## src/aex_params.svh

```systemverilog
// constants of the arithmetic and program-flow execution unit
`ifndef AEX_PARAMS_SVH
`define AEX_PARAMS_SVH

// ============================================================
// register byte offsets
`define AEX_OFF_CTRL 8'h00
`define AEX_OFF_OPND 8'h04
`define AEX_OFF_OFFS 8'h08
`define AEX_OFF_PC 8'h0c
`define AEX_OFF_ZPTR 8'h10
`define AEX_OFF_FLAGS 8'h14
`define AEX_OFF_IOV 8'h18
`define AEX_OFF_RES 8'h1c
`define AEX_OFF_PROD 8'h20
`define AEX_OFF_STACK 8'h24
`define AEX_OFF_CYC 8'h28

// ============================================================
// flag register bit positions
`define AEX_FL_C 0
`define AEX_FL_Z 1
`define AEX_FL_N 2
`define AEX_FL_V 3
`define AEX_FL_S 4
`define AEX_FL_H 5
`define AEX_FL_T 6
`define AEX_FL_I 7

// ============================================================
// control register fields
`define AEX_CTRL_BUSY 8
`define AEX_CTRL_ILL 9

// ============================================================
// reset values and constants
`define AEX_PC_RST 16'h0000
`define AEX_FLAGS_RST 8'h00
`define AEX_ALL_ONES 8'hff
`define AEX_MIN_NEG 8'h80
`define AEX_MAX_POS 8'h7f
`define AEX_ONE16 16'h0001
`define AEX_SKIP_SHORT 16'h0002
`define AEX_SKIP_LONG 16'h0003

// ============================================================
// cycle counts
`define AEX_CYC_1 3'h1
`define AEX_CYC_2 3'h2
`define AEX_CYC_3 3'h3
`define AEX_CYC_4 3'h4

`endif

```

## src/aex_pkg.sv

```systemverilog
// types of the arithmetic and program-flow execution unit
`default_nettype none
package aex_pkg;

  typedef enum logic [5:0] {
    AEX_OP_ADD_ONE = 6'h00, AEX_OP_SUB_ONE = 6'h01, AEX_OP_TEST_SIGN_ZERO = 6'h02,
    AEX_OP_ZERO_REGISTER = 6'h03, AEX_OP_SET_ALL_ONES = 6'h04,
    AEX_OP_PRODUCT_UNSIGNED = 6'h05, AEX_OP_PRODUCT_SIGNED = 6'h06,
    AEX_OP_PRODUCT_MIXED = 6'h07, AEX_OP_FRAC_PRODUCT_UNSIGNED = 6'h08,
    AEX_OP_FRAC_PRODUCT_SIGNED = 6'h09, AEX_OP_FRAC_PRODUCT_MIXED = 6'h0a,
    AEX_OP_RELATIVE_JUMP = 6'h0b, AEX_OP_INDIRECT_JUMP = 6'h0c,
    AEX_OP_RELATIVE_CALL = 6'h0d, AEX_OP_INDIRECT_CALL = 6'h0e,
    AEX_OP_SUBROUTINE_EXIT = 6'h0f, AEX_OP_INTERRUPT_EXIT = 6'h10,
    AEX_OP_COMPARE_SKIP_EQUAL = 6'h11, AEX_OP_COMPARE_REGS = 6'h12,
    AEX_OP_COMPARE_WITH_BORROW = 6'h13, AEX_OP_COMPARE_IMMEDIATE = 6'h14,
    AEX_OP_SKIP_REG_BIT_CLEAR = 6'h15, AEX_OP_SKIP_REG_BIT_SET = 6'h16,
    AEX_OP_SKIP_IO_BIT_CLEAR = 6'h17, AEX_OP_SKIP_IO_BIT_SET = 6'h18,
    AEX_OP_BRANCH_FLAG_SET = 6'h19, AEX_OP_BRANCH_FLAG_CLEAR = 6'h1a,
    AEX_OP_BRANCH_EQUAL = 6'h1b, AEX_OP_BRANCH_NOT_EQUAL = 6'h1c,
    AEX_OP_BRANCH_CARRY_SET = 6'h1d, AEX_OP_BRANCH_CARRY_CLEAR = 6'h1e,
    AEX_OP_BRANCH_SAME_HIGHER = 6'h1f, AEX_OP_BRANCH_LOWER = 6'h20,
    AEX_OP_BRANCH_MINUS = 6'h21, AEX_OP_BRANCH_PLUS = 6'h22,
    AEX_OP_BRANCH_SIGNED_GE = 6'h23, AEX_OP_BRANCH_SIGNED_LT = 6'h24,
    AEX_OP_BRANCH_HALF_SET = 6'h25, AEX_OP_BRANCH_HALF_CLEAR = 6'h26,
    AEX_OP_BRANCH_TFLAG_SET = 6'h27, AEX_OP_BRANCH_TFLAG_CLEAR = 6'h28
  } aex_op_t;

  typedef enum logic [1:0] {
    AEX_IDLE = 2'b01,
    AEX_BUSY = 2'b10
  } aex_state_t;

  // operand register layout
  typedef struct packed {
    logic [3:0] rsvd;
    logic two_word;
    logic [2:0] bit_sel;
    logic [7:0] imm;
    logic [7:0] rr;
    logic [7:0] rd;
  } aex_opnd_t;

  // outcome of one instruction
  typedef struct packed {
    logic legal;
    logic [7:0] res;
    logic [15:0] prod;
    logic [7:0] flags;
    logic [15:0] pc;
    logic [2:0] cyc;
  } aex_outcome_t;

endpackage : aex_pkg
`default_nettype wire

```

## src/aex_core.sv

```systemverilog
// execution unit for unary arithmetic, multiplies and program flow, APB registers
`timescale 1ns/1ps
`default_nettype none
`include "aex_params.svh"

module aex_core #(
  parameter int K_W = 12,
  parameter int STACK_DEPTH = 16
) (
  input wire logic pclk, // 250 MHz clock
  input wire logic presetn, // async reset, active low
  input wire logic ce, // clock enable, freezes all state when low
  input wire logic psel, // apb select
  input wire logic penable, // apb access phase
  input wire logic pwrite, // apb direction
  input wire logic [7:0] paddr, // apb byte address
  input wire logic [31:0] pwdata, // apb write data
  output logic [31:0] prdata, // apb read data
  output logic pready, // apb ready
  output logic pslverr, // apb error
  output logic busy, // instruction in progress
  output logic [15:0] pc_out // program counter
);
  import aex_pkg::*;

  localparam int SP_W = $clog2(STACK_DEPTH) + 1;

  // ==========================================================
  // state
  aex_state_t st_q, st_d;
  aex_opnd_t opnd_q, opnd_d;
  logic [K_W-1:0] offs_q, offs_d;
  logic [15:0] pc_q, pc_d, zptr_q, zptr_d, prod_q, prod_d;
  logic [7:0] flags_q, flags_d, iov_q, iov_d, res_q, res_d;
  logic [5:0] op_q, op_d;
  logic ill_q, ill_d;
  logic [2:0] cyc_q, cyc_d, cnt_q, cnt_d;
  logic [SP_W-1:0] sp_q, sp_d;
  logic [15:0] stack_q [STACK_DEPTH];
  logic [15:0] stack_d [STACK_DEPTH];
  logic pready_q, pready_d, pslverr_q, pslverr_d;
  logic [31:0] prdata_q, prdata_d;

  logic [SP_W-1:0] sp_m1;
  logic [15:0] top, koff;
  logic acc, wr_fire;
  aex_outcome_t oc;

  assign sp_m1 = sp_q - 1'b1;
  assign top = stack_q[sp_m1[SP_W-2:0]];
  assign koff = {{(16 - K_W){offs_q[K_W-1]}}, offs_q};
  assign acc = psel & penable;
  // a refused transfer never lands, even if the unit went idle meanwhile
  assign wr_fire = acc & pwrite & pready_q & ~pslverr_q;

  // ==========================================================
  // instruction evaluation
  function automatic aex_outcome_t aex_run(input aex_op_t op, input aex_opnd_t o,
                                           input logic [15:0] k, input logic [15:0] pc,
                                           input logic [15:0] zp, input logic [15:0] tp,
                                           input logic [7:0] fl, input logic [7:0] io);
    aex_outcome_t r;
    logic [15:0] a, b, p;
    logic [8:0] d;
    logic [7:0] x, s;
    logic cin, hit, skip;
    r.legal = 1'b1;
    r.res = 8'h00;
    r.prod = 16'h0000;
    r.flags = fl;
    r.pc = pc + `AEX_ONE16;
    r.cyc = `AEX_CYC_1;
    a = {8'h00, o.rd};
    b = {8'h00, o.rr};
    p = 16'h0000;
    d = 9'h000;
    x = 8'h00;
    s = o.rr;
    cin = 1'b0;
    hit = 1'b0;
    skip = 1'b0;
    case (op)
      AEX_OP_ADD_ONE, AEX_OP_SUB_ONE, AEX_OP_TEST_SIGN_ZERO, AEX_OP_ZERO_REGISTER: begin
        case (op)
          AEX_OP_ADD_ONE: x = o.rd + 8'h01;
          AEX_OP_SUB_ONE: x = o.rd - 8'h01;
          AEX_OP_TEST_SIGN_ZERO: x = o.rd & o.rd;
          default: x = o.rd ^ o.rd;
        endcase
        r.res = x;
        r.flags[`AEX_FL_Z] = (x == 8'h00);
        r.flags[`AEX_FL_N] = x[7];
        r.flags[`AEX_FL_V] = (op == AEX_OP_ADD_ONE) ? (x == `AEX_MIN_NEG) :
                             (op == AEX_OP_SUB_ONE) ? (x == `AEX_MAX_POS) : 1'b0;
      end
      AEX_OP_SET_ALL_ONES: r.res = `AEX_ALL_ONES;
      AEX_OP_PRODUCT_UNSIGNED, AEX_OP_PRODUCT_SIGNED, AEX_OP_PRODUCT_MIXED,
      AEX_OP_FRAC_PRODUCT_UNSIGNED, AEX_OP_FRAC_PRODUCT_SIGNED,
      AEX_OP_FRAC_PRODUCT_MIXED: begin
        if (op != AEX_OP_PRODUCT_UNSIGNED && op != AEX_OP_FRAC_PRODUCT_UNSIGNED) begin
          a = {{8{o.rd[7]}}, o.rd};
        end
        if (op == AEX_OP_PRODUCT_SIGNED || op == AEX_OP_FRAC_PRODUCT_SIGNED) begin
          b = {{8{o.rr[7]}}, o.rr};
        end
        p = a * b;
        r.flags[`AEX_FL_C] = p[15];
        if (op >= AEX_OP_FRAC_PRODUCT_UNSIGNED) begin
          p = {p[14:0], 1'b0};
        end
        r.prod = p;
        r.flags[`AEX_FL_Z] = (p == 16'h0000);
        r.cyc = `AEX_CYC_2;
      end
      AEX_OP_RELATIVE_JUMP, AEX_OP_RELATIVE_CALL: begin
        r.pc = pc + k + `AEX_ONE16;
        r.cyc = (op == AEX_OP_RELATIVE_JUMP) ? `AEX_CYC_2 : `AEX_CYC_3;
      end
      AEX_OP_INDIRECT_JUMP, AEX_OP_INDIRECT_CALL: begin
        r.pc = zp;
        r.cyc = (op == AEX_OP_INDIRECT_JUMP) ? `AEX_CYC_2 : `AEX_CYC_3;
      end
      AEX_OP_SUBROUTINE_EXIT, AEX_OP_INTERRUPT_EXIT: begin
        r.pc = tp;
        r.cyc = `AEX_CYC_4;
        if (op == AEX_OP_INTERRUPT_EXIT) begin
          r.flags[`AEX_FL_I] = 1'b1;
        end
      end
      AEX_OP_COMPARE_REGS, AEX_OP_COMPARE_WITH_BORROW, AEX_OP_COMPARE_IMMEDIATE: begin
        if (op == AEX_OP_COMPARE_IMMEDIATE) begin
          s = o.imm;
        end
        cin = (op == AEX_OP_COMPARE_WITH_BORROW) & fl[`AEX_FL_C];
        d = {1'b0, o.rd} - {1'b0, s} - {8'h00, cin};
        x = d[7:0];
        r.flags[`AEX_FL_C] = d[8];
        r.flags[`AEX_FL_N] = x[7];
        r.flags[`AEX_FL_V] = (o.rd[7] & ~s[7] & ~x[7]) | (~o.rd[7] & s[7] & x[7]);
        r.flags[`AEX_FL_H] = (~o.rd[3] & s[3]) | (s[3] & x[3]) | (x[3] & ~o.rd[3]);
        r.flags[`AEX_FL_Z] = (op == AEX_OP_COMPARE_WITH_BORROW) ?
                             ((x == 8'h00) & fl[`AEX_FL_Z]) : (x == 8'h00);
      end
      AEX_OP_COMPARE_SKIP_EQUAL: skip = (o.rd == o.rr);
      AEX_OP_SKIP_REG_BIT_CLEAR: skip = ~o.rr[o.bit_sel];
      AEX_OP_SKIP_REG_BIT_SET: skip = o.rr[o.bit_sel];
      AEX_OP_SKIP_IO_BIT_CLEAR: skip = ~io[o.bit_sel];
      AEX_OP_SKIP_IO_BIT_SET: skip = io[o.bit_sel];
      AEX_OP_BRANCH_FLAG_SET: hit = fl[o.bit_sel];
      AEX_OP_BRANCH_FLAG_CLEAR: hit = ~fl[o.bit_sel];
      AEX_OP_BRANCH_EQUAL: hit = fl[`AEX_FL_Z];
      AEX_OP_BRANCH_NOT_EQUAL: hit = ~fl[`AEX_FL_Z];
      AEX_OP_BRANCH_CARRY_SET, AEX_OP_BRANCH_LOWER: hit = fl[`AEX_FL_C];
      AEX_OP_BRANCH_CARRY_CLEAR, AEX_OP_BRANCH_SAME_HIGHER: begin
        hit = ~fl[`AEX_FL_C];
      end
      AEX_OP_BRANCH_MINUS: hit = fl[`AEX_FL_N];
      AEX_OP_BRANCH_PLUS: hit = ~fl[`AEX_FL_N];
      AEX_OP_BRANCH_SIGNED_GE: hit = ~(fl[`AEX_FL_N] ^ fl[`AEX_FL_V]);
      AEX_OP_BRANCH_SIGNED_LT: hit = fl[`AEX_FL_N] ^ fl[`AEX_FL_V];
      AEX_OP_BRANCH_HALF_SET: hit = fl[`AEX_FL_H];
      AEX_OP_BRANCH_HALF_CLEAR: hit = ~fl[`AEX_FL_H];
      AEX_OP_BRANCH_TFLAG_SET: hit = fl[`AEX_FL_T];
      AEX_OP_BRANCH_TFLAG_CLEAR: hit = ~fl[`AEX_FL_T];
      default: r.legal = 1'b0;
    endcase
    if (skip) begin
      r.pc = pc + (o.two_word ? `AEX_SKIP_LONG : `AEX_SKIP_SHORT);
      r.cyc = o.two_word ? `AEX_CYC_3 : `AEX_CYC_2;
    end
    if (hit) begin
      r.pc = pc + k + `AEX_ONE16;
      r.cyc = `AEX_CYC_2;
    end
    return r;
  endfunction : aex_run

  assign oc = aex_run(aex_op_t'(pwdata[5:0]), opnd_q, koff, pc_q, zptr_q, top,
                      flags_q, iov_q);

  // ==========================================================
  // core next state
  always_comb begin
    st_d = st_q;
    opnd_d = opnd_q;
    offs_d = offs_q;
    pc_d = pc_q;
    zptr_d = zptr_q;
    prod_d = prod_q;
    flags_d = flags_q;
    iov_d = iov_q;
    res_d = res_q;
    op_d = op_q;
    ill_d = ill_q;
    cyc_d = cyc_q;
    cnt_d = cnt_q;
    sp_d = sp_q;
    stack_d = stack_q;
    case (st_q)
      AEX_IDLE: begin
        if (wr_fire) begin
          case (paddr)
            `AEX_OFF_CTRL: begin
              op_d = pwdata[5:0];
              ill_d = ~oc.legal;
              if (oc.legal) begin
                pc_d = oc.pc;
                flags_d = oc.flags;
                cyc_d = oc.cyc;
                cnt_d = oc.cyc;
                st_d = AEX_BUSY;
                if (pwdata[5:0] <= AEX_OP_SET_ALL_ONES) begin
                  res_d = oc.res;
                end
                if (pwdata[5:0] >= AEX_OP_PRODUCT_UNSIGNED &&
                    pwdata[5:0] <= AEX_OP_FRAC_PRODUCT_MIXED) begin
                  prod_d = oc.prod;
                end
                if (pwdata[5:0] == AEX_OP_RELATIVE_CALL ||
                    pwdata[5:0] == AEX_OP_INDIRECT_CALL) begin
                  stack_d[sp_q[SP_W-2:0]] = pc_q + `AEX_ONE16;
                  sp_d = sp_q + 1'b1;
                end
                if (pwdata[5:0] == AEX_OP_SUBROUTINE_EXIT ||
                    pwdata[5:0] == AEX_OP_INTERRUPT_EXIT) begin
                  sp_d = sp_m1;
                end
              end
            end
            `AEX_OFF_OPND: opnd_d = pwdata;
            `AEX_OFF_OFFS: offs_d = pwdata[K_W-1:0];
            `AEX_OFF_PC: pc_d = pwdata[15:0];
            `AEX_OFF_ZPTR: zptr_d = pwdata[15:0];
            `AEX_OFF_FLAGS: flags_d = pwdata[7:0];
            `AEX_OFF_IOV: iov_d = pwdata[7:0];
            default: ;
          endcase
        end
      end
      AEX_BUSY: begin
        cnt_d = cnt_q - 1'b1;
        if (cnt_q == `AEX_CYC_1) begin
          st_d = AEX_IDLE;
        end
      end
      default: st_d = AEX_IDLE;
    endcase
  end

  always_ff @(posedge pclk or negedge presetn) begin
    if (!presetn) begin
      st_q <= AEX_IDLE;
      opnd_q <= '0;
      offs_q <= '0;
      pc_q <= `AEX_PC_RST;
      zptr_q <= 16'h0000;
      prod_q <= 16'h0000;
      flags_q <= `AEX_FLAGS_RST;
      iov_q <= 8'h00;
      res_q <= 8'h00;
      op_q <= 6'h00;
      ill_q <= 1'b0;
      cyc_q <= 3'h0;
      cnt_q <= 3'h0;
      sp_q <= '0;
      stack_q <= '{default: 16'h0000};
      busy <= 1'b0;
      pc_out <= `AEX_PC_RST;
    end else if (ce) begin
      st_q <= st_d;
      opnd_q <= opnd_d;
      offs_q <= offs_d;
      pc_q <= pc_d;
      zptr_q <= zptr_d;
      prod_q <= prod_d;
      flags_q <= flags_d;
      iov_q <= iov_d;
      res_q <= res_d;
      op_q <= op_d;
      ill_q <= ill_d;
      cyc_q <= cyc_d;
      cnt_q <= cnt_d;
      sp_q <= sp_d;
      stack_q <= stack_d;
      busy <= (st_d == AEX_BUSY);
      pc_out <= pc_d;
    end
  end

  // ==========================================================
  // apb slave: ready one cycle into the access phase
  always_comb begin
    pready_d = acc & ~pready_q;
    pslverr_d = 1'b0;
    prdata_d = prdata_q;
    if (acc && !pready_q) begin
      prdata_d = 32'h0000_0000;
      case (paddr)
        `AEX_OFF_CTRL: prdata_d = {22'h00_0000, ill_q, (st_q == AEX_BUSY), 2'h0, op_q};
        `AEX_OFF_OPND: prdata_d = opnd_q;
        `AEX_OFF_OFFS: prdata_d = {{(32 - K_W){1'b0}}, offs_q};
        `AEX_OFF_PC: prdata_d = {16'h0000, pc_q};
        `AEX_OFF_ZPTR: prdata_d = {16'h0000, zptr_q};
        `AEX_OFF_FLAGS: prdata_d = {24'h00_0000, flags_q};
        `AEX_OFF_IOV: prdata_d = {24'h00_0000, iov_q};
        `AEX_OFF_RES: prdata_d = {24'h00_0000, res_q};
        `AEX_OFF_PROD: prdata_d = {16'h0000, prod_q};
        `AEX_OFF_STACK: prdata_d = {top, {(16 - SP_W){1'b0}}, sp_q};
        `AEX_OFF_CYC: prdata_d = {29'h0000_0000, cyc_q};
        default: pslverr_d = 1'b1;
      endcase
      // writes to offsets up to 0x18 while an instruction runs are refused
      if (pwrite && st_q == AEX_BUSY && paddr <= `AEX_OFF_IOV) begin
        pslverr_d = 1'b1;
      end
    end
  end

  always_ff @(posedge pclk or negedge presetn) begin
    if (!presetn) begin
      pready_q <= 1'b0;
      pslverr_q <= 1'b0;
      prdata_q <= 32'h0000_0000;
    end else if (ce) begin
      pready_q <= pready_d;
      pslverr_q <= pslverr_d;
      prdata_q <= prdata_d;
    end
  end

  assign pready = pready_q;
  assign pslverr = pslverr_q;
  assign prdata = prdata_q;

endmodule : aex_core
`default_nettype wire

```

## config.mk

```make
export PLATFORM = sky130hd
export DESIGN_NAME = aex_core
export DESIGN_NICKNAME = d
export VERILOG_FILES = /design/src/aex_pkg.sv /design/src/aex_core.sv
export VERILOG_INCLUDE_DIRS = /design/src
export SDC_FILE = /design/constraint.sdc
export NUM_CORES = 1
export LEC_CHECK = 0
export BUFFER_PORTS_ARGS = -buffer_cell sky130_fd_sc_hd__buf_2
export CORE_ASPECT_RATIO = 0.7
export CORE_MARGIN = 2
export CORE_UTILIZATION = 48
export DETAILED_ROUTE_END_ITERATION = 8
export PLACE_DENSITY = 0.69
export RECOVER_POWER = 50
export SKIP_LAST_GASP = 1
export SLEW_MARGIN = 20
export SYNTH_ARGS = -nofsm -noshare
export SYNTH_HDL_FRONTEND = slang
export SYNTH_SLANG_ARGS = --single-unit
```

## constraint.sdc

```tcl
create_clock -name pclk -period 14.71 [get_ports pclk]
set_input_delay 4.413 -clock pclk [delete_from_list [all_inputs] [get_ports pclk]]
set_output_delay 4.413 -clock pclk [all_outputs]
set_load 0.02 [all_outputs]
```

# Word level (Yosys, flattened, before mapping)
# Cells that the tools add are included.
[word_totals]
reg_bits = 427
input_bits = 46
output_inout_bits = 51
word_cells = 284
[classes]
n_addsub = 11
multipliers = 1
order_cmp = 9
n_eq_ne = 69
mux = 63
bitwise_logic = 39
reduce_logical = 48
[ops]
columns = ["cell", "count"]
rows = [
  ["one-hot mux 32 bit (11 select lines)", 1],
  ["bitwise mux 256 bit", 1],
  ["two-way mux 16 bit", 11],
  ["equality test 6 x 5 -> 1 bit (second input constant)", 16],
  ["binary-select mux 16 bit (select 4 bit)", 1],
  ["demux 16 bit (select 4 bit)", 1],
  ["equality test 6 bit (second input constant)", 9],
  ["equality test 6 x 4 -> 1 bit (second input constant)", 8],
  ["one-hot mux 16 bit (3 select lines)", 1],
  ["AND reduction 6 bit", 8],
  ["OR reduction 41 bit", 1],
  ["two-way mux 19 bit", 2],
  ["adder 16 x 1 -> 16 bit (second input constant)", 2],
  ["equality test 8 x 5 -> 1 bit (second input constant)", 4],
  ["two-way mux 8 bit", 4],
  ["one-hot mux 16 bit (2 select lines)", 1],
  ["one-hot mux 8 bit (2 select lines)", 2],
  ["equality test 6 x 3 -> 1 bit (second input constant)", 4],
  ["equality test 8 x 6 -> 1 bit (second input constant)", 3],
  ["zero test 8 bit", 3],
  ["one-hot mux 8 bit (3 select lines)", 1],
  ["AND reduction 4 bit", 5],
  ["AND reduction 5 bit", 4],
  ["two-way mux 1 bit", 17],
  ["65 further kinds", 130],
]

# Longest topological paths before layout
[logic_depth]
depth_word = 12
depth_mapped = 25
depth_no_buf = 23

# Worst setup path before layout
# Ideal clock, no wire load.
[synth_path]
path_kind = "input to register"
startpoint = "input port pwdata[2]"
endpoint = "register flags_q[1]"
setup_time_ns = 0.095
arrival_time_ns = 9.981
required_time_ns = 14.615
slack_ns = 4.634
stages = 23
path_buffers = 2
path_cell_list = "buf_4 -> and3b_1 -> o211ai_2 -> and2_1 -> clkbuf_1 -> nand2_1 -> fa_1 -> fa_1 -> fa_1 -> inv_1 -> fa_1 -> inv_1 -> fa_1 -> fa_1 -> xor2_1 -> xnor2_1 -> xnor2_1 -> xnor3_1 -> xnor2_1 -> xnor2_1 -> xnor2_1 -> and2_0 -> o31ai_1"
[synth_between]
elab_chain_len = 11
elab_cells_between_ends = 76
classes_between = "add/sub: 2; mul: 1; order compare: 1; eq/ne: 44; mux: 15; bitwise: 2; reduce/logical: 11"
[synth_lines]
columns = ["element", "line", "rtl"]
rows = [
  ["from (decl)", "aex_core.sv:17", "input wire logic [31:0] pwdata,"],
  ["!= test 6 x 3 -> 1 bit (tied with other cells)", "aex_core.sv:100", "if (op != AEX_OP_PRODUCT_UNSIGNED && op != AEX_OP_FRAC_PRODUCT_UNSIGNED) begin"],
  ["logical AND 1 bit (tied with other cells)", "aex_core.sv:100", ""],
  ["two-way mux 16 bit (tied with other cells)", "aex_core.sv:100", ""],
  ["two-way mux 16 bit / subtractor 8 x 8 -> 9 bit (equally long branches)", "aex_core.sv:82, aex_core.sv:135", ""],
  ["multiplier 16 x 16 -> 16 bit / subtractor 9 x 1 -> 9 bit (equally long branches)", "aex_core.sv:106, aex_core.sv:135", ""],
  ["two-way mux 16 bit / zero test 8 bit (equally long branches)", "aex_core.sv:108, aex_core.sv:142", ""],
  ["two-way mux 16 bit / bitwise AND 1 bit (equally long branches)", "aex_core.sv:82, aex_core.sv:142", ""],
  ["zero test 16 bit / two-way mux 1 bit (equally long branches)", "aex_core.sv:112, aex_core.sv:141", ""],
  ["one-hot mux 1 bit (3 select lines)", "aex_core.sv:82", "case (op)"],
  ["two-way mux 8 bit", "aex_core.sv:206", "if (oc.legal) begin"],
  ["one-hot mux 8 bit (2 select lines)", "aex_core.sv:202", "case (paddr)"],
  ["to (signal assigned)", "aex_core.sv:258", "flags_q <= `AEX_FLAGS_RST;"],
  ["to (signal assigned)", "aex_core.sv:276", "flags_q <= flags_d;"],
  ["to (decl)", "aex_core.sv:34", "logic [7:0] flags_q, flags_d, iov_q, iov_d, res_q, res_d;"],
]
# Parallel ways exist; a longest one is shown, timed or not. The select of a mux whose other input is x is not followed.
# A chain may end at the register's enable or synchronous reset.

==> results.sh <==
export IMPL_status="finished with violations"
export IMPL_violations="max-capacitance violations, max-slew violations"
export IMPL_drv_cap=4
export IMPL_maxSlewViolCount=265
export IMPL_vdd_drop_max_v=0.0000632
export IMPL_cp_depth=2
export IMPL_syn_inst=2595
export IMPL_worst_slew_pin_slew_ns=5.12
export IMPL_post_drt_wl_per_cell_um=24.5
export IMPL_crit_top_cell="clkbuf_1"
export IMPL_layout_nets=2832
export IMPL_required_ns=14.44
export IMPL_critPathArrivalTime_ns=11.17
export IMPL_synth_area_leaders="dfrtp_1 (41%), mux4_2 (7.4%), o21ai_0 (5.8%)"
export IMPL_slowest_delay_ns=3.51
export IMPL_place_ws_ns=3.67
export IMPL_setup_slack_ns=3.26
export IMPL_rsz0062_at_grt="false"
export IMPL_cts_made_buffers=43
export IMPL_synthTopCellsByCount="dfrtp_1 (426), nand2_1 (361), o21ai_0 (302), nor2_1 (156), clkbuf_1 (149)"
export IMPL_synth_area_um2=26100
export IMPL_drive_above_1_share_pct=14.6
export IMPL_grt_pass1_wl_um=125000
export IMPL_r2r_cells=20
export IMPL_top_layer="met5"
export IMPL_postCtsSetupRepairBufs=0
export IMPL_start_util_pct=48.5
export IMPL_holdBufCountCts=0
export IMPL_cts_root_buffer="clkbuf_16"
export IMPL_port_buffers=96
export IMPL_clkTransAtPathRegs_ns=0.06
export IMPL_maxSlewHeadroom_pct=-241
export IMPL_p_per_area_nw_per_um2=86.1
export IMPL_cts_htree_levels=2
export IMPL_critPathKind="input pin to async pin"
export IMPL_path_delay_family="buffers and inverters"
export IMPL_synth_ff_latch_count=427
export IMPL_gr_total_overflow=0
export IMPL_dr_total_vias=20900
export IMPL_synth_distinct_cells=87
export IMPL_gp_congestion=0.978
export IMPL_ant_nets=0
export IMPL_cts_sinks=427
export IMPL_netlist_area_leader_share_pct=40.9
export IMPL_first_pass_iters=8
export IMPL_grt_antenna_before_repair=3
export IMPL_dieArea_um2=56200
export IMPL_cp_num_buf_inv=2
export IMPL_ys_async_sr_fraction_pct=100
export IMPL_num_rows=71
export IMPL_ys_seq_area_share_pct=41.0
export IMPL_synth_warnings=0
export IMPL_die_h_um=199
export IMPL_end_kind="async pin"
export IMPL_fin_skew_ns=0.0216
export IMPL_core_area_um2=53700
export IMPL_r2r_start="opnd_q[9]$_DFFE_PN0P_"
export IMPL_syn_to_final_growth_pct=9.61
export IMPL_ios=97
export IMPL_crit_path_end="prdata[16]$_DFFE_PN0P_"
export IMPL_syn_avg_cell_area_um2=10.1
export IMPL_r2r_setup_slack_ns=8.36
export IMPL_dp_hpwl_um=57800
export IMPL_crit_path_start_kind="input pin"
export IMPL_die_w_um=283
export IMPL_fin_setup_tns_ns=0
export IMPL_crit_fanout=92
export IMPL_grt_usage_pct=29.4
export IMPL_synth_top_area_cell="dfrtp_1"
export IMPL_cp_cell_sequence="clkbuf_1 > clkbuf_1"
export IMPL_dominantRegCellSynth="dfrtp_1"
export IMPL_crit_slowest_cell="clkbuf_1"
export IMPL_yosysMostFrequentCell="dfrtp_1"
export IMPL_reg2reg_to="flags_q[0]$_DFFE_PN0P_"
export IMPL_cp_startpoint="presetn"
export IMPL_remaining_drc_errors=0
export IMPL_grt_pass1_vias=20100
export IMPL_drtIter0Drc=2715
export IMPL_period_share_pct=77.8
export IMPL_cts_resized=0
export IMPL_min_path_type="flop to flop"
export IMPL_clock_latency_ns=0.58
export IMPL_max_clock_freq_mhz=87.4
export IMPL_synth_edff_count=0
export IMPL_cts_buffer_depth=3
export IMPL_wl_met1_um=37500
export IMPL_postRouteWirelength_um=82500
export IMPL_met3_length_um=9370
export IMPL_setup_viol=0
export IMPL_syn_num_nets=2823
export IMPL_leakage_nw=13.1
export IMPL_met2_length_um=33700
export IMPL_finalHoldViolCount=0
export IMPL_grt_max_degree=188
export IMPL_via_per_inst=6.21
export IMPL_cts_tree="done"
export IMPL_min_period_ns=11.45
[sequential cells by signal, summed over array words and instances, names as in the netlist, 6 cells and up]
name,flops
stack_q,256
opnd_q,32
prdata,32
pc_q,16
prod_q,16
zptr_q,16
offs_q,12
flags_q,8
iov_q,8
res_q,8
op_q,6
[cells in the final DEF (no fill, tap or decap), types with 8 or more instances in the layout]
| master | synthesis | layout |
|---|---|---|
| a211oi_1 | 9 | 9 |
| a21o_1 | 17 | 17 |
| a21oi_1 | 85 | 85 |
| a221oi_1 | 42 | 42 |
| a222oi_1 | 12 | 12 |
| a22oi_1 | 35 | 35 |
| a31oi_1 | 21 | 21 |
| and2_1 | 34 | 34 |
| and3_1 | 19 | 19 |
| buf_2 | 24 | 45 |
| buf_4 | 4 | 47 |
| clkbuf_1 | 149 | 69 |
| clkbuf_16 | 0 | 43 |
| dfrtp_1 | 426 | 425 |
| fa_1 | 72 | 72 |
| ha_1 | 110 | 109 |
| inv_1 | 138 | 139 |
| mux2_2 | 96 | 96 |
| mux2i_1 | 20 | 20 |
| mux4_2 | 86 | 86 |
| nand2_1 | 361 | 361 |
| nand2b_1 | 16 | 16 |
| nand3_1 | 28 | 28 |
| nand4_1 | 28 | 28 |
| nor2_1 | 156 | 153 |
| nor2b_1 | 12 | 12 |
| nor3_1 | 24 | 24 |
| nor3b_1 | 9 | 9 |
| nor4_1 | 10 | 10 |
| o21a_1 | 15 | 15 |
| o21ai_0 | 302 | 301 |
| o31ai_1 | 8 | 8 |
| or2_2 | 9 | 9 |
| or3_1 | 8 | 8 |
| xnor2_1 | 60 | 48 |
| xnor2_2 | 0 | 11 |
| xor2_1 | 33 | 31 |
[worst min path at each step]
stage / depth (start not counted) / slack, ns / to / from
floorplan: 2 / 0.44 / cyc_q[0]$_DFFE_PN0P_ / cyc_q[0]$_DFFE_PN0P_
global placement: 2 / 0.46 / stack_q[179]$_DFFE_PN0P_ / stack_q[179]$_DFFE_PN0P_
detailed placement: 2 / 0.47 / stack_q[249]$_DFFE_PN0P_ / stack_q[249]$_DFFE_PN0P_
CTS: 2 / 0.48 / stack_q[87]$_DFFE_PN0P_ / stack_q[87]$_DFFE_PN0P_
global route: 2 / 0.49 / stack_q[127]$_DFFE_PN0P_ / stack_q[127]$_DFFE_PN0P_
finish: 2 / 0.47 / stack_q[249]$_DFFE_PN0P_ / stack_q[249]$_DFFE_PN0P_
[routing by layer]
layer | up-vias | global-route usage, %
li1 | 9197 | -
met1 | 10500 | 46.2
met2 | 1073 | 40.6
met3 | 150 | 7.48
met4 | 4 | 6.11
met5 | - | 0
[through the flow]
stage	total power, mW	hold WS, ns	cell area (um2)	cells	utilization, %
3_3_place_gp	1.37	0.456	27200	3287	50.6
5_1_grt	2.54	0.494	28600	3367	53.2
2_1_floorplan	1.30	0.439	26100	2595	-
4_1_cts	2.47	0.479	28500	3363	53.1
6_report	2.46	0.474	28600	3367	53.2
3_5_place_dp	1.38	0.466	27200	3287	50.6
[final cells by class]
class	count	area, um2
Fill cell	4834	25200
Clock buffer	60	1190
Clock inverter	16	180
Timing Repair Buffer	151	847
Antenna cell	2	5.00
Multi-Input combinational cell	1842	14200
Tap cell	730	913
Sequential cell	427	10700
Inverter	139	522
[where the power goes]
part / leakage, nW / switching, mW / total [mW] / internal [mW]
Clock: 0.669 / 0.499 / 1.11 / 0.608
Sequential: 5.88 / 0.0172 / 1.21 / 1.19
Combinational: 6.56 / 0.106 / 0.143 / 0.0374
[cells by family (layout without fill, tap and decap cells)]
kind of cell / Yosys count / count (layout) / synth area share [%]
simple gates: 747 / 747 / 13.1
compound gates: 616 / 616 / 14.6
flops: 427 / 427 / 41.0
buf+inv: 326 / 366 / 4.98
mux: 202 / 202 / 12.3
fa+ha+maj: 183 / 183 / 10.8
xor+xnor: 94 / 94 / 3.21
other cells: 0 / 2 / 0
(Power assumes the default switching activity.)
